==> config.mk <==
export PLATFORM = sky130hd
export DESIGN_NAME = twa_alert
export DESIGN_NICKNAME = d
export VERILOG_FILES = /design/src/include/twa_pkg.sv /design/src/logic/twa_cmp.sv /design/src/logic/twa_alert.sv
export VERILOG_INCLUDE_DIRS = /design/src /design/src/include
export SDC_FILE = /design/constraint.sdc
export NUM_CORES = 1
export LEC_CHECK = 0
export BUFFER_PORTS_ARGS = -buffer_cell sky130_fd_sc_hd__buf_2
export CORE_AREA = 2 2 120 122
export DETAILED_ROUTE_END_ITERATION = 10
export DIE_AREA = 0 0 122 124
export GPL_TIMING_DRIVEN = 1
export HOLD_SLACK_MARGIN = 0.05
export PLACE_DENSITY = 0.82
export SYNTH_ARGS = -nofsm -noshare
export SYNTH_HDL_FRONTEND = slang
export SYNTH_SLANG_ARGS = --single-unit
==> constraint.sdc <==
create_clock -name SYS_CLK -period 9.2 [get_ports SYS_CLK]
set_input_delay 1.38 -clock SYS_CLK [delete_from_list [all_inputs] [get_ports SYS_CLK]]
set_output_delay 1.38 -clock SYS_CLK [all_outputs]
set_load 0.02 [all_outputs]
==> src/include/twa_params.svh <==
`ifndef TWA_PARAMS_SVH
`define TWA_PARAMS_SVH

// APB address width and word-index decode
`define TWA_ADDR_W        8
`define TWA_IDX_MSB       7
`define TWA_IDX_LSB       2
`define TWA_IDX_W         6

// Register indices; byte address is four times the index
`define TWA_IDX_TEMP      6'h00
`define TWA_IDX_CFG       6'h01
`define TWA_IDX_HYST      6'h02
`define TWA_IDX_CRIT      6'h03
`define TWA_IDX_LOW       6'h04
`define TWA_IDX_HIGH      6'h05
`define TWA_IDX_IRQ_STAT  6'h06
`define TWA_IDX_IRQ_MASK  6'h07

// Configuration register bits
`define TWA_CFG_SHDN      0
`define TWA_CFG_MODE      1
`define TWA_CFG_CPOL      2
`define TWA_CFG_WPOL      3
`define TWA_CFG_FQ        4
`define TWA_CFG_W         5

// Temperature and limit field inside a 16-bit word
`define TWA_LIM_MSB       15
`define TWA_LIM_LSB       3
`define TWA_FLAG_MSB      2

// Status flag positions (also comparator index)
`define TWA_ST_LOW        0
`define TWA_ST_HIGH       1
`define TWA_ST_CRIT       2
`define TWA_ST_W          3

// Interrupt status bits
`define TWA_IRQ_WIN       0
`define TWA_IRQ_CRIT      1
`define TWA_IRQ_SMP       2
`define TWA_IRQ_W         3

// Reset values of the limit fields, 13-bit two's complement
`define TWA_RST_HYST      13'h0020
`define TWA_RST_CRIT      13'h0700
`define TWA_RST_LOW       13'h0000
`define TWA_RST_HIGH      13'h0600

// Consecutive samples needed to change a flag
`define TWA_FQ_OFF        1
`define TWA_FQ_ON         4

`endif

==> src/include/twa_pkg.sv <==
package twa_pkg;

  // Temperature in 1/16 degree steps, two's complement
  typedef logic signed [12:0] twa_temp_t;

  // Which side of a limit counts as a fault
  typedef enum logic {
    TWA_BELOW = 1'b0,
    TWA_ABOVE = 1'b1
  } twa_dir_t;

endpackage : twa_pkg

==> src/logic/twa_cmp.sv <==
`timescale 1ns/1ps
`include "twa_params.svh"

module twa_cmp #(
  parameter int QW = 3
) (
  // Clock and reset
  input  logic               clk,
  input  logic               rst_n,
  // Control
  input  logic               sample,
  input  logic               clear,
  input  twa_pkg::twa_dir_t  dir,
  input  logic [QW-1:0]      need,
  // Data
  input  twa_pkg::twa_temp_t temp,
  input  twa_pkg::twa_temp_t trip_lim,
  input  twa_pkg::twa_temp_t hyst,
  // Result
  output logic               flag_q
);
  import twa_pkg::*;

  logic signed [13:0] t_x;
  logic signed [13:0] trip_x;
  logic signed [13:0] hyst_x;
  logic signed [13:0] rel_x;
  logic               raw_trip;
  logic               raw_rel;
  logic               pend;
  logic [QW-1:0]      cnt_q;
  logic [QW-1:0]      cnt_inc;

  // One extra bit so limit plus hysteresis cannot wrap
  assign t_x    = {temp[12], temp};
  assign trip_x = {trip_lim[12], trip_lim};
  assign hyst_x = {hyst[12], hyst};
  assign rel_x  = (dir == TWA_ABOVE) ? (trip_x - hyst_x) : (trip_x + hyst_x);

  assign raw_trip = (dir == TWA_ABOVE) ? (t_x > trip_x) : (t_x < trip_x);
  assign raw_rel  = (dir == TWA_ABOVE) ? (t_x < rel_x) : (t_x > rel_x);
  assign pend     = flag_q ? raw_rel : raw_trip;
  assign cnt_inc  = cnt_q + {{(QW-1){1'b0}}, 1'b1};

  // Apart from clear, a flag changes only after enough consecutive samples agree
  always_ff @(posedge clk or negedge rst_n) begin
    if (!rst_n) begin
      flag_q <= 1'b0;
      cnt_q  <= '0;
    end else if (clear) begin
      flag_q <= 1'b0;
      cnt_q  <= '0;
    end else if (sample) begin
      if (pend) begin
        if (cnt_inc >= need) begin
          flag_q <= ~flag_q;
          cnt_q  <= '0;
        end else begin
          cnt_q <= cnt_inc;
        end
      end else begin
        cnt_q <= '0;
      end
    end
  end

endmodule : twa_cmp

==> src/logic/twa_alert.sv <==
// The APB slave port and the register addresses were chosen for this implementation.
`timescale 1ns/1ps
`include "twa_params.svh"

// What this block does
// - The window alert goes active when the temperature rises above the upper window limit.
// - The window alert goes active when the temperature falls below the lower window limit.
// - Readable status flags show which limit (low, high, critical) was crossed.
// - In event mode a further alert is issued when the temperature comes back inside the window.
// - In comparator mode the window alert drops once the temperature is back inside the window by more than the hysteresis.
// - In event mode an asserted alert stays active until the host reads the device.
// - Crossing the critical limit drives the critical alarm output, separate from the window alert.
// - In event mode any host read clears the window alert, except a read in the same cycle as a new window event.
// - Shutdown returns both alert outputs to their inactive level.
// - A configuration bit selects comparator mode at 0 and event mode at 1.
// - Each alert output has its own polarity bit, 0 for active low and 1 for active high.
module twa_alert #(
  parameter int QW = 3
) (
  // Clock and reset
  input  logic                   SYS_CLK,
  input  logic                   RST_N,
  // APB slave
  input  logic                   PSEL,
  input  logic                   PENABLE,
  input  logic                   PWRITE,
  input  logic [`TWA_ADDR_W-1:0] PADDR,
  input  logic [31:0]            PWDATA,
  output logic [31:0]            PRDATA,
  output logic                   PREADY,
  output logic                   PSLVERR,
  // Conversion result
  input  twa_pkg::twa_temp_t     TEMP_IN,
  input  logic                   TEMP_VALID,
  // Alert outputs
  output logic                   WIN_ALERT,
  output logic                   CRITICAL_ALARM_OUTPUT,
  output logic                   IRQ
);
  import twa_pkg::*;

  // Configuration
  logic                   cfg_shdn_q;
  logic                   cfg_mode_q;
  logic                   cfg_cpol_q;
  logic                   cfg_wpol_q;
  logic                   cfg_fq_q;

  // Limits and sample
  twa_temp_t              hyst_q;
  twa_temp_t              critical_limit_q;
  twa_temp_t              low_q;
  twa_temp_t              high_q;
  twa_temp_t              temp_q;

  // Comparator state
  logic [`TWA_ST_W-1:0]   flags;
  logic [`TWA_ST_W-1:0]   flags_d1_q;
  twa_temp_t              lim_sel [`TWA_ST_W];
  twa_dir_t               dir_sel [`TWA_ST_W];
  logic [QW-1:0]          need;
  logic                   smp;
  logic                   win_chg;
  logic                   evt_q;
  logic                   win_act;
  logic                   crit_act;
  logic                   win_act_q;
  logic                   crit_act_q;

  // Interrupt state
  logic [`TWA_IRQ_W-1:0]  stat_q;
  logic [`TWA_IRQ_W-1:0]  stat_d;
  logic [`TWA_IRQ_W-1:0]  stat_set;
  logic [`TWA_IRQ_W-1:0]  mask_q;

  // Output flops
  logic                   win_out_q;
  logic                   crit_out_q;
  logic                   irq_q;

  // APB state
  logic                   pready_q;
  logic                   pslverr_q;
  logic [31:0]            prdata_q;
  logic                   rd_stat_q;
  logic                   setup;
  logic                   access;
  logic                   wr;
  logic                   rd;
  logic [`TWA_IDX_W-1:0]  idx;
  logic                   hit;
  logic [31:0]            rd_mux;

  assign PRDATA                = prdata_q;
  assign PREADY                = pready_q;
  assign PSLVERR               = pslverr_q;
  assign WIN_ALERT             = win_out_q;
  assign CRITICAL_ALARM_OUTPUT = crit_out_q;
  assign IRQ                   = irq_q;

  // ---------------- APB slave ----------------

  assign setup  = PSEL & ~PENABLE;
  assign access = PSEL & PENABLE & pready_q;
  assign wr     = access & PWRITE;
  assign rd     = access & ~PWRITE;
  assign idx    = PADDR[`TWA_IDX_MSB:`TWA_IDX_LSB];

  // Address decode and read mux; unaligned or unknown addresses miss
  always_comb begin
    hit    = (PADDR[`TWA_IDX_LSB-1:0] == '0);
    rd_mux = 32'h0000_0000;
    case (idx)
      `TWA_IDX_TEMP: begin
        rd_mux[`TWA_LIM_MSB:`TWA_LIM_LSB] = temp_q;
        rd_mux[`TWA_FLAG_MSB:0]           = flags;
      end
      `TWA_IDX_CFG: begin
        rd_mux[`TWA_CFG_SHDN] = cfg_shdn_q;
        rd_mux[`TWA_CFG_MODE] = cfg_mode_q;
        rd_mux[`TWA_CFG_CPOL] = cfg_cpol_q;
        rd_mux[`TWA_CFG_WPOL] = cfg_wpol_q;
        rd_mux[`TWA_CFG_FQ]   = cfg_fq_q;
      end
      `TWA_IDX_HYST: begin
        rd_mux[`TWA_LIM_MSB:`TWA_LIM_LSB] = hyst_q;
      end
      `TWA_IDX_CRIT: begin
        rd_mux[`TWA_LIM_MSB:`TWA_LIM_LSB] = critical_limit_q;
      end
      `TWA_IDX_LOW: begin
        rd_mux[`TWA_LIM_MSB:`TWA_LIM_LSB] = low_q;
      end
      `TWA_IDX_HIGH: begin
        rd_mux[`TWA_LIM_MSB:`TWA_LIM_LSB] = high_q;
      end
      `TWA_IDX_IRQ_STAT: begin
        rd_mux[`TWA_IRQ_W-1:0] = stat_q;
      end
      `TWA_IDX_IRQ_MASK: begin
        rd_mux[`TWA_IRQ_W-1:0] = mask_q;
      end
      default: begin
        hit = 1'b0;
      end
    endcase
  end

  // One wait-free access phase: PREADY rises in the cycle after setup
  always_ff @(posedge SYS_CLK or negedge RST_N) begin
    if (!RST_N) begin
      pready_q  <= 1'b0;
      pslverr_q <= 1'b0;
      prdata_q  <= 32'h0000_0000;
      rd_stat_q <= 1'b0;
    end else if (setup) begin
      pready_q  <= 1'b1;
      pslverr_q <= ~hit;
      prdata_q  <= (PWRITE || !hit) ? 32'h0000_0000 : rd_mux;
      rd_stat_q <= ~PWRITE & hit & (idx == `TWA_IDX_IRQ_STAT);
    end else begin
      pready_q  <= 1'b0;
      pslverr_q <= 1'b0;
      rd_stat_q <= 1'b0;
    end
  end

  // Register writes; the temperature word is read only and ignores writes
  always_ff @(posedge SYS_CLK or negedge RST_N) begin
    if (!RST_N) begin
      cfg_shdn_q       <= 1'b0;
      cfg_mode_q       <= 1'b0;
      cfg_cpol_q       <= 1'b0;
      cfg_wpol_q       <= 1'b0;
      cfg_fq_q         <= 1'b0;
      hyst_q           <= `TWA_RST_HYST;
      critical_limit_q <= `TWA_RST_CRIT;
      low_q            <= `TWA_RST_LOW;
      high_q           <= `TWA_RST_HIGH;
      mask_q           <= '0;
    end else if (wr && hit) begin
      case (idx)
        `TWA_IDX_CFG: begin
          cfg_shdn_q <= PWDATA[`TWA_CFG_SHDN];
          cfg_mode_q <= PWDATA[`TWA_CFG_MODE];
          cfg_cpol_q <= PWDATA[`TWA_CFG_CPOL];
          cfg_wpol_q <= PWDATA[`TWA_CFG_WPOL];
          cfg_fq_q   <= PWDATA[`TWA_CFG_FQ];
        end
        `TWA_IDX_HYST: begin
          hyst_q <= PWDATA[`TWA_LIM_MSB:`TWA_LIM_LSB];
        end
        `TWA_IDX_CRIT: begin
          critical_limit_q <= PWDATA[`TWA_LIM_MSB:`TWA_LIM_LSB];
        end
        `TWA_IDX_LOW: begin
          low_q <= PWDATA[`TWA_LIM_MSB:`TWA_LIM_LSB];
        end
        `TWA_IDX_HIGH: begin
          high_q <= PWDATA[`TWA_LIM_MSB:`TWA_LIM_LSB];
        end
        `TWA_IDX_IRQ_MASK: begin
          mask_q <= PWDATA[`TWA_IRQ_W-1:0];
        end
        default: begin
        end
      endcase
    end
  end

  // ---------------- Sampling and comparators ----------------

  // No new results are taken while shut down
  assign smp  = TEMP_VALID & ~cfg_shdn_q;
  assign need = cfg_fq_q ? QW'(`TWA_FQ_ON) : QW'(`TWA_FQ_OFF);

  always_ff @(posedge SYS_CLK or negedge RST_N) begin
    if (!RST_N) begin
      temp_q <= '0;
    end else if (smp) begin
      temp_q <= TEMP_IN;
    end
  end

  assign lim_sel[`TWA_ST_LOW]  = low_q;
  assign lim_sel[`TWA_ST_HIGH] = high_q;
  assign lim_sel[`TWA_ST_CRIT] = critical_limit_q;
  assign dir_sel[`TWA_ST_LOW]  = TWA_BELOW;
  assign dir_sel[`TWA_ST_HIGH] = TWA_ABOVE;
  assign dir_sel[`TWA_ST_CRIT] = TWA_ABOVE;

  // Limits act at the next sample, so reprogramming is seen on the next result
  for (genvar i = 0; i < `TWA_ST_W; i++) begin : g_cmp
    twa_cmp #(
      .QW (QW)
    ) u_cmp (
      .clk      (SYS_CLK),
      .rst_n    (RST_N),
      .sample   (smp),
      .clear    (cfg_shdn_q),
      .dir      (dir_sel[i]),
      .need     (need),
      .temp     (TEMP_IN),
      .trip_lim (lim_sel[i]),
      .hyst     (hyst_q),
      .flag_q   (flags[i])
    );
  end

  always_ff @(posedge SYS_CLK or negedge RST_N) begin
    if (!RST_N) begin
      flags_d1_q <= '0;
    end else begin
      flags_d1_q <= flags;
    end
  end

  // Any change of the window flags is an event: leaving or re-entering
  assign win_chg = (flags[`TWA_ST_HIGH] != flags_d1_q[`TWA_ST_HIGH]) |
                   (flags[`TWA_ST_LOW] != flags_d1_q[`TWA_ST_LOW]);

  // Event latch; a new event wins over a read in the same cycle
  always_ff @(posedge SYS_CLK or negedge RST_N) begin
    if (!RST_N) begin
      evt_q <= 1'b0;
    end else if (cfg_shdn_q || !cfg_mode_q) begin
      evt_q <= 1'b0;
    end else if (win_chg) begin
      evt_q <= 1'b1;
    end else if (rd) begin
      evt_q <= 1'b0;
    end
  end

  // ---------------- Alert outputs ----------------

  always_comb begin
    if (cfg_shdn_q) begin
      win_act  = 1'b0;
      crit_act = 1'b0;
    end else begin
      win_act  = cfg_mode_q ? evt_q : (flags[`TWA_ST_HIGH] | flags[`TWA_ST_LOW]);
      crit_act = flags[`TWA_ST_CRIT];
    end
  end

  // Reset level is high: inactive for the default active-low polarity
  always_ff @(posedge SYS_CLK or negedge RST_N) begin
    if (!RST_N) begin
      win_out_q  <= 1'b1;
      crit_out_q <= 1'b1;
    end else begin
      win_out_q  <= cfg_wpol_q ? win_act : ~win_act;
      crit_out_q <= cfg_cpol_q ? crit_act : ~crit_act;
    end
  end

  // ---------------- Interrupt ----------------

  always_ff @(posedge SYS_CLK or negedge RST_N) begin
    if (!RST_N) begin
      win_act_q  <= 1'b0;
      crit_act_q <= 1'b0;
    end else begin
      win_act_q  <= win_act;
      crit_act_q <= crit_act;
    end
  end

  always_comb begin
    stat_set                = '0;
    stat_set[`TWA_IRQ_WIN]  = win_act & ~win_act_q;
    stat_set[`TWA_IRQ_CRIT] = crit_act & ~crit_act_q;
    stat_set[`TWA_IRQ_SMP]  = smp;
    stat_d                  = stat_q;
    // Only bits returned by the read are cleared, so a set after setup survives
    if (rd && rd_stat_q) begin
      stat_d = stat_q & ~prdata_q[`TWA_IRQ_W-1:0];
    end
    stat_d = stat_d | stat_set;
  end

  always_ff @(posedge SYS_CLK or negedge RST_N) begin
    if (!RST_N) begin
      stat_q <= '0;
      irq_q  <= 1'b0;
    end else begin
      stat_q <= stat_d;
      irq_q  <= |(stat_d & mask_q);
    end
  end

endmodule : twa_alert

==> results.cfg <==
[floorplan]
row_count = 43
die_y_um = 124
pin_count = 96
die_area_um2 = 15100
start_util = 0.639
die_width_um = 122
coreArea_um2 = 13700

[synthesis]
yosys_warnings = 0
syn_inst = 926
ys_seq_area_frac = 0.329
syn-mean-instance-area_um2 = 9.47
async_flop_share = 1.00
syn_area_um2 = 8770
synth_edf_count = 0
synth-seq-cells = 115
synthFlopType = dfrtp_1
synth.distinct_cells = 81

[timing]
tightest_slew_ns = 1.19
fin_setup_tns_ns = 0
drv_slew = 0
fin_crit_sh = 0.455
worst_clock_skew_ns = 0.00793
slew_headroom = 0.206
rsz0062_at_grt = no
hold_viol = 0
clock.fmax_ghz = 0.239
setup-violations-final = 0
min_period_ns = 4.18

[grt]
grtUsageMet3 = 0.0577
first_global_vias = 6982
gr-usage-met1 = 0.436
grt_max_degree = 75
grt_pass1_wl_um = 35900
track_usage = 0.311
gr-max-usage-layer = met2
grt_use_met2 = 0.494
antenna_found_initial = 0
grt_overflow_total = 0

[worst_setup_path]
setup.worst_path.class = flop to flop
cp_max_fo = 3
critPathSlowestCell = a2111oi_0
path_delay_family = compound AO/OA/AOI/OAI gates
worstSetupEndpointType = flop
worstPathRequired_ns = 9.55
r2r_slack_ns = 5.02
max_stage_delay_ns = 0.47
path_cells = inv_1 > ha_1 > inv_1 > fa_1 > a21o_1 > a21oi_1 > o21ai_0 > a2111oi_0 > o21bai_1 > xnor2_1 > ha_1 > nand3_1 > a21oi_1 > a22oi_1 > nand2_1 > o32ai_1 > mux2_2
worstPathArrival_ns = 4.54
path_buf_inv = 2
cp-start-kind = flop

[clock_tree]
cts_tree = done
ctsRootBufferMaster = clkbuf_16
clock_latency_ns = 0.42
holdBufCountCts = 0
clkTransAtPathRegs_ns = 0.05
cts_setup_buffers = 0
cts_buffer_depth = 2
clock_sinks = 115
ctsHtreeMaxLevel = 4
cts_buffers = 17
cts_resized = 0

[placed_design]
gp_congestion = 0.896
dpl-instance-area_um2 = 9120
io_buffers = 63
dpl.hpwl_um = 17200

[power_and_ir_drop]
ir_drop_v = 0.000133
p_switching_mw = 0.325
p_leak_nw = 4.80
combPwrFrac = 0.101
p_int_mw = 0.982
switching_share = 0.248
power.share.clock = 0.488
p_seq_frac = 0.411
power_density_nw_per_um2 = 135

[run]
maxCapViolCount = 0

[final_layout]
stdcell_area_um2 = 9690
n_antenna_cell = 0
drive_above_1_share = 0.159
nets = 1173
fin_util = 0.706
syn2layout_area_growth_pct = 10.5

[hold_path]
min_path_type = flop to flop

[route]
drt-initial-drc-count = 677
antenna_left = 0
via_per_inst = 6.24
wl_per_cell_um = 19.0
drc = 0
firstDrtPassIters = 9
routed_wirelength_um = 22300
dr_total_vias = 7345

[run_status]
status = finished, final reports clean
[layer usage]
| metal | up-vias | routed length (um) |
|---|---|---|
| met5 | - | 0 |
| met4 | 0 | 324 |
| met3 | 32 | 1550 |
| li1 | 3474 | - |
| met1 | 3578 | 10200 |
| met2 | 261 | 10200 |
[layout make-up]
type	count	area (um^2)
Tap cell	180	225
Multi-Input combinational cell	705	5370
Clock buffer	22	464
Clock inverter	10	108
Fill cell	1071	4030
Inverter	80	300
Sequential cell	115	2890
Timing Repair Buffer	66	340
[flip-flops by register name, summed over array words and instances, names as in the netlist, 2 cells and up]
signal              flops
PRDATA                 16
critical_limit_q       13
high_q                 13
hyst_q                 13
low_q                  13
temp_q                 13
g_cmp.u_cmp.cnt_q       9
g_cmp.u_cmp.flag_q      3
mask_q                  3
stat_q                  3
flags_d1_q              2
[layout by cell type, fill, tap and decap left out, types with 5 or more instances in the layout]
cell,synthesis,layout
nor2b_1,17,17
a22oi_1,13,13
mux2_2,24,24
a222oi_1,11,11
xor2_1,22,22
nor2_1,28,28
inv_1,80,80
a21o_1,28,28
or3_1,6,6
a21oi_1,56,56
ha_1,126,126
conb_1,1,16
o21ai_0,66,66
clkinv_2,0,5
a22o_1,8,8
dfrtp_1,107,107
buf_2,4,62
a211oi_1,7,7
dfstp_2,8,8
nand4_1,11,11
o21ai_2,8,8
o21bai_1,5,5
nand3_1,18,18
nand2b_1,12,12
o211ai_1,8,8
xnor2_1,12,12
nor3_1,10,10
o21a_1,13,13
clkbuf_16,0,17
mux2i_1,9,9
nand2_1,79,79
[worst paths after layout]
check,start,cells past startpoint,endpoint
setup / recovery,high_q[0],17,g_cmp[1].u_cmp.cnt_q[0]
setup reg to reg,high_q[0],17,g_cmp[1].u_cmp.cnt_q[0]
min in group asynchronous,RST_N,1,hyst_q[11]
hold reg to reg,cfg_wpol_q,1,WIN_ALERT
max in group asynchronous,RST_N,2,g_cmp[2].u_cmp.flag_q
hold / removal,cfg_wpol_q,1,WIN_ALERT
[worst reg2reg max path: stages (launching register included)]
cell and delay, ns:
dfrtp_1 0.39, inv_1 0.14, ha_1 0.20, inv_1 0.06, fa_1 0.40, a21o_1 0.18
a21oi_1 0.27, o21ai_0 0.23, a2111oi_0 0.47, o21bai_1 0.13, xnor2_1 0.18, ha_1 0.27
nand3_1 0.09, a21oi_1 0.10, a22oi_1 0.44, nand2_1 0.12, o32ai_1 0.24, mux2_2 0.24
[cells in the mapped netlist (all sizes together) (3+ instances only)]
master	n	area (um^2)
nor3b	4	35.0
dfstp	8	210
o21a	13	97.6
a221o	3	30.0
inv	80	300
a31oi	4	31.3
nor3	13	98.9
o211ai	8	60.1
fa	3	60.1
o2111ai	3	26.3
a22o	8	70.1
a222oi	11	110
and3	4	25.0
dfrtp	107	2680
mux2i	9	90.1
nor2b	18	120
a221oi	3	26.3
or4	4	33.8
nand2b	12	75.1
a22oi	13	97.6
a21o	28	210
mux2	25	282
xor2	22	193
nor2	31	129
or3	8	60.1
o21bai	5	37.5
clkbuf	10	38.8
buf	31	230
o31ai	3	22.5
a21oi	56	280
nor4	5	37.5
nand2	79	297
or2	4	25.0
a2111oi	3	26.3
nand4	11	68.8
ha	126	1580
a211oi	7	52.6
nand3	19	100
o22ai	4	25.0
xnor2	12	105
o21ai	78	420
o21ba	3	30.0
[metrics by stage]
| stage | hold WS (ns) | setup slack (ns) | total power, mW | std cells |
|---|---|---|---|---|
| global route | 0.479 | 4.60 | 1.35 | 1178 |
| finish | 0.456 | 5.02 | 1.31 | 1178 |
| CTS | 0.466 | 5.03 | 1.31 | 1178 |
| detailed placement | 0.453 | 5.05 | 0.675 | 1146 |
| floorplan | 0.352 | 5.77 | 0.625 | 941 |
| global placement | 0.451 | 5.09 | 0.671 | 1146 |
[power by group through the flow]
stage / clock network, mW / registers [mW] / logic, mW
3_5_place_dp: 0 / 0.545 / 0.131
2_1_floorplan: 0 / 0.543 / 0.0815
4_1_cts: 0.642 / 0.537 / 0.132
6_report: 0.637 / 0.537 / 0.133
3_3_place_gp: 0 / 0.544 / 0.127
5_1_grt: 0.669 / 0.538 / 0.147
[logic make-up (layout without fill, tap and decap cells)]
logic type      Yosys count  count (layout)  share of synthesized area
compound gates          273             273                      0.210
xor+xnor                 34              34                     0.0340
fa+ha+maj               129             129                      0.187
buf+inv                 121             178                     0.0649
flops                   115             115                      0.329
mux                      34              34                     0.0424
other cells               1              16                   0.000428
simple gates            219             219                      0.132
Note: power is estimated with default switching activity, not from simulation.
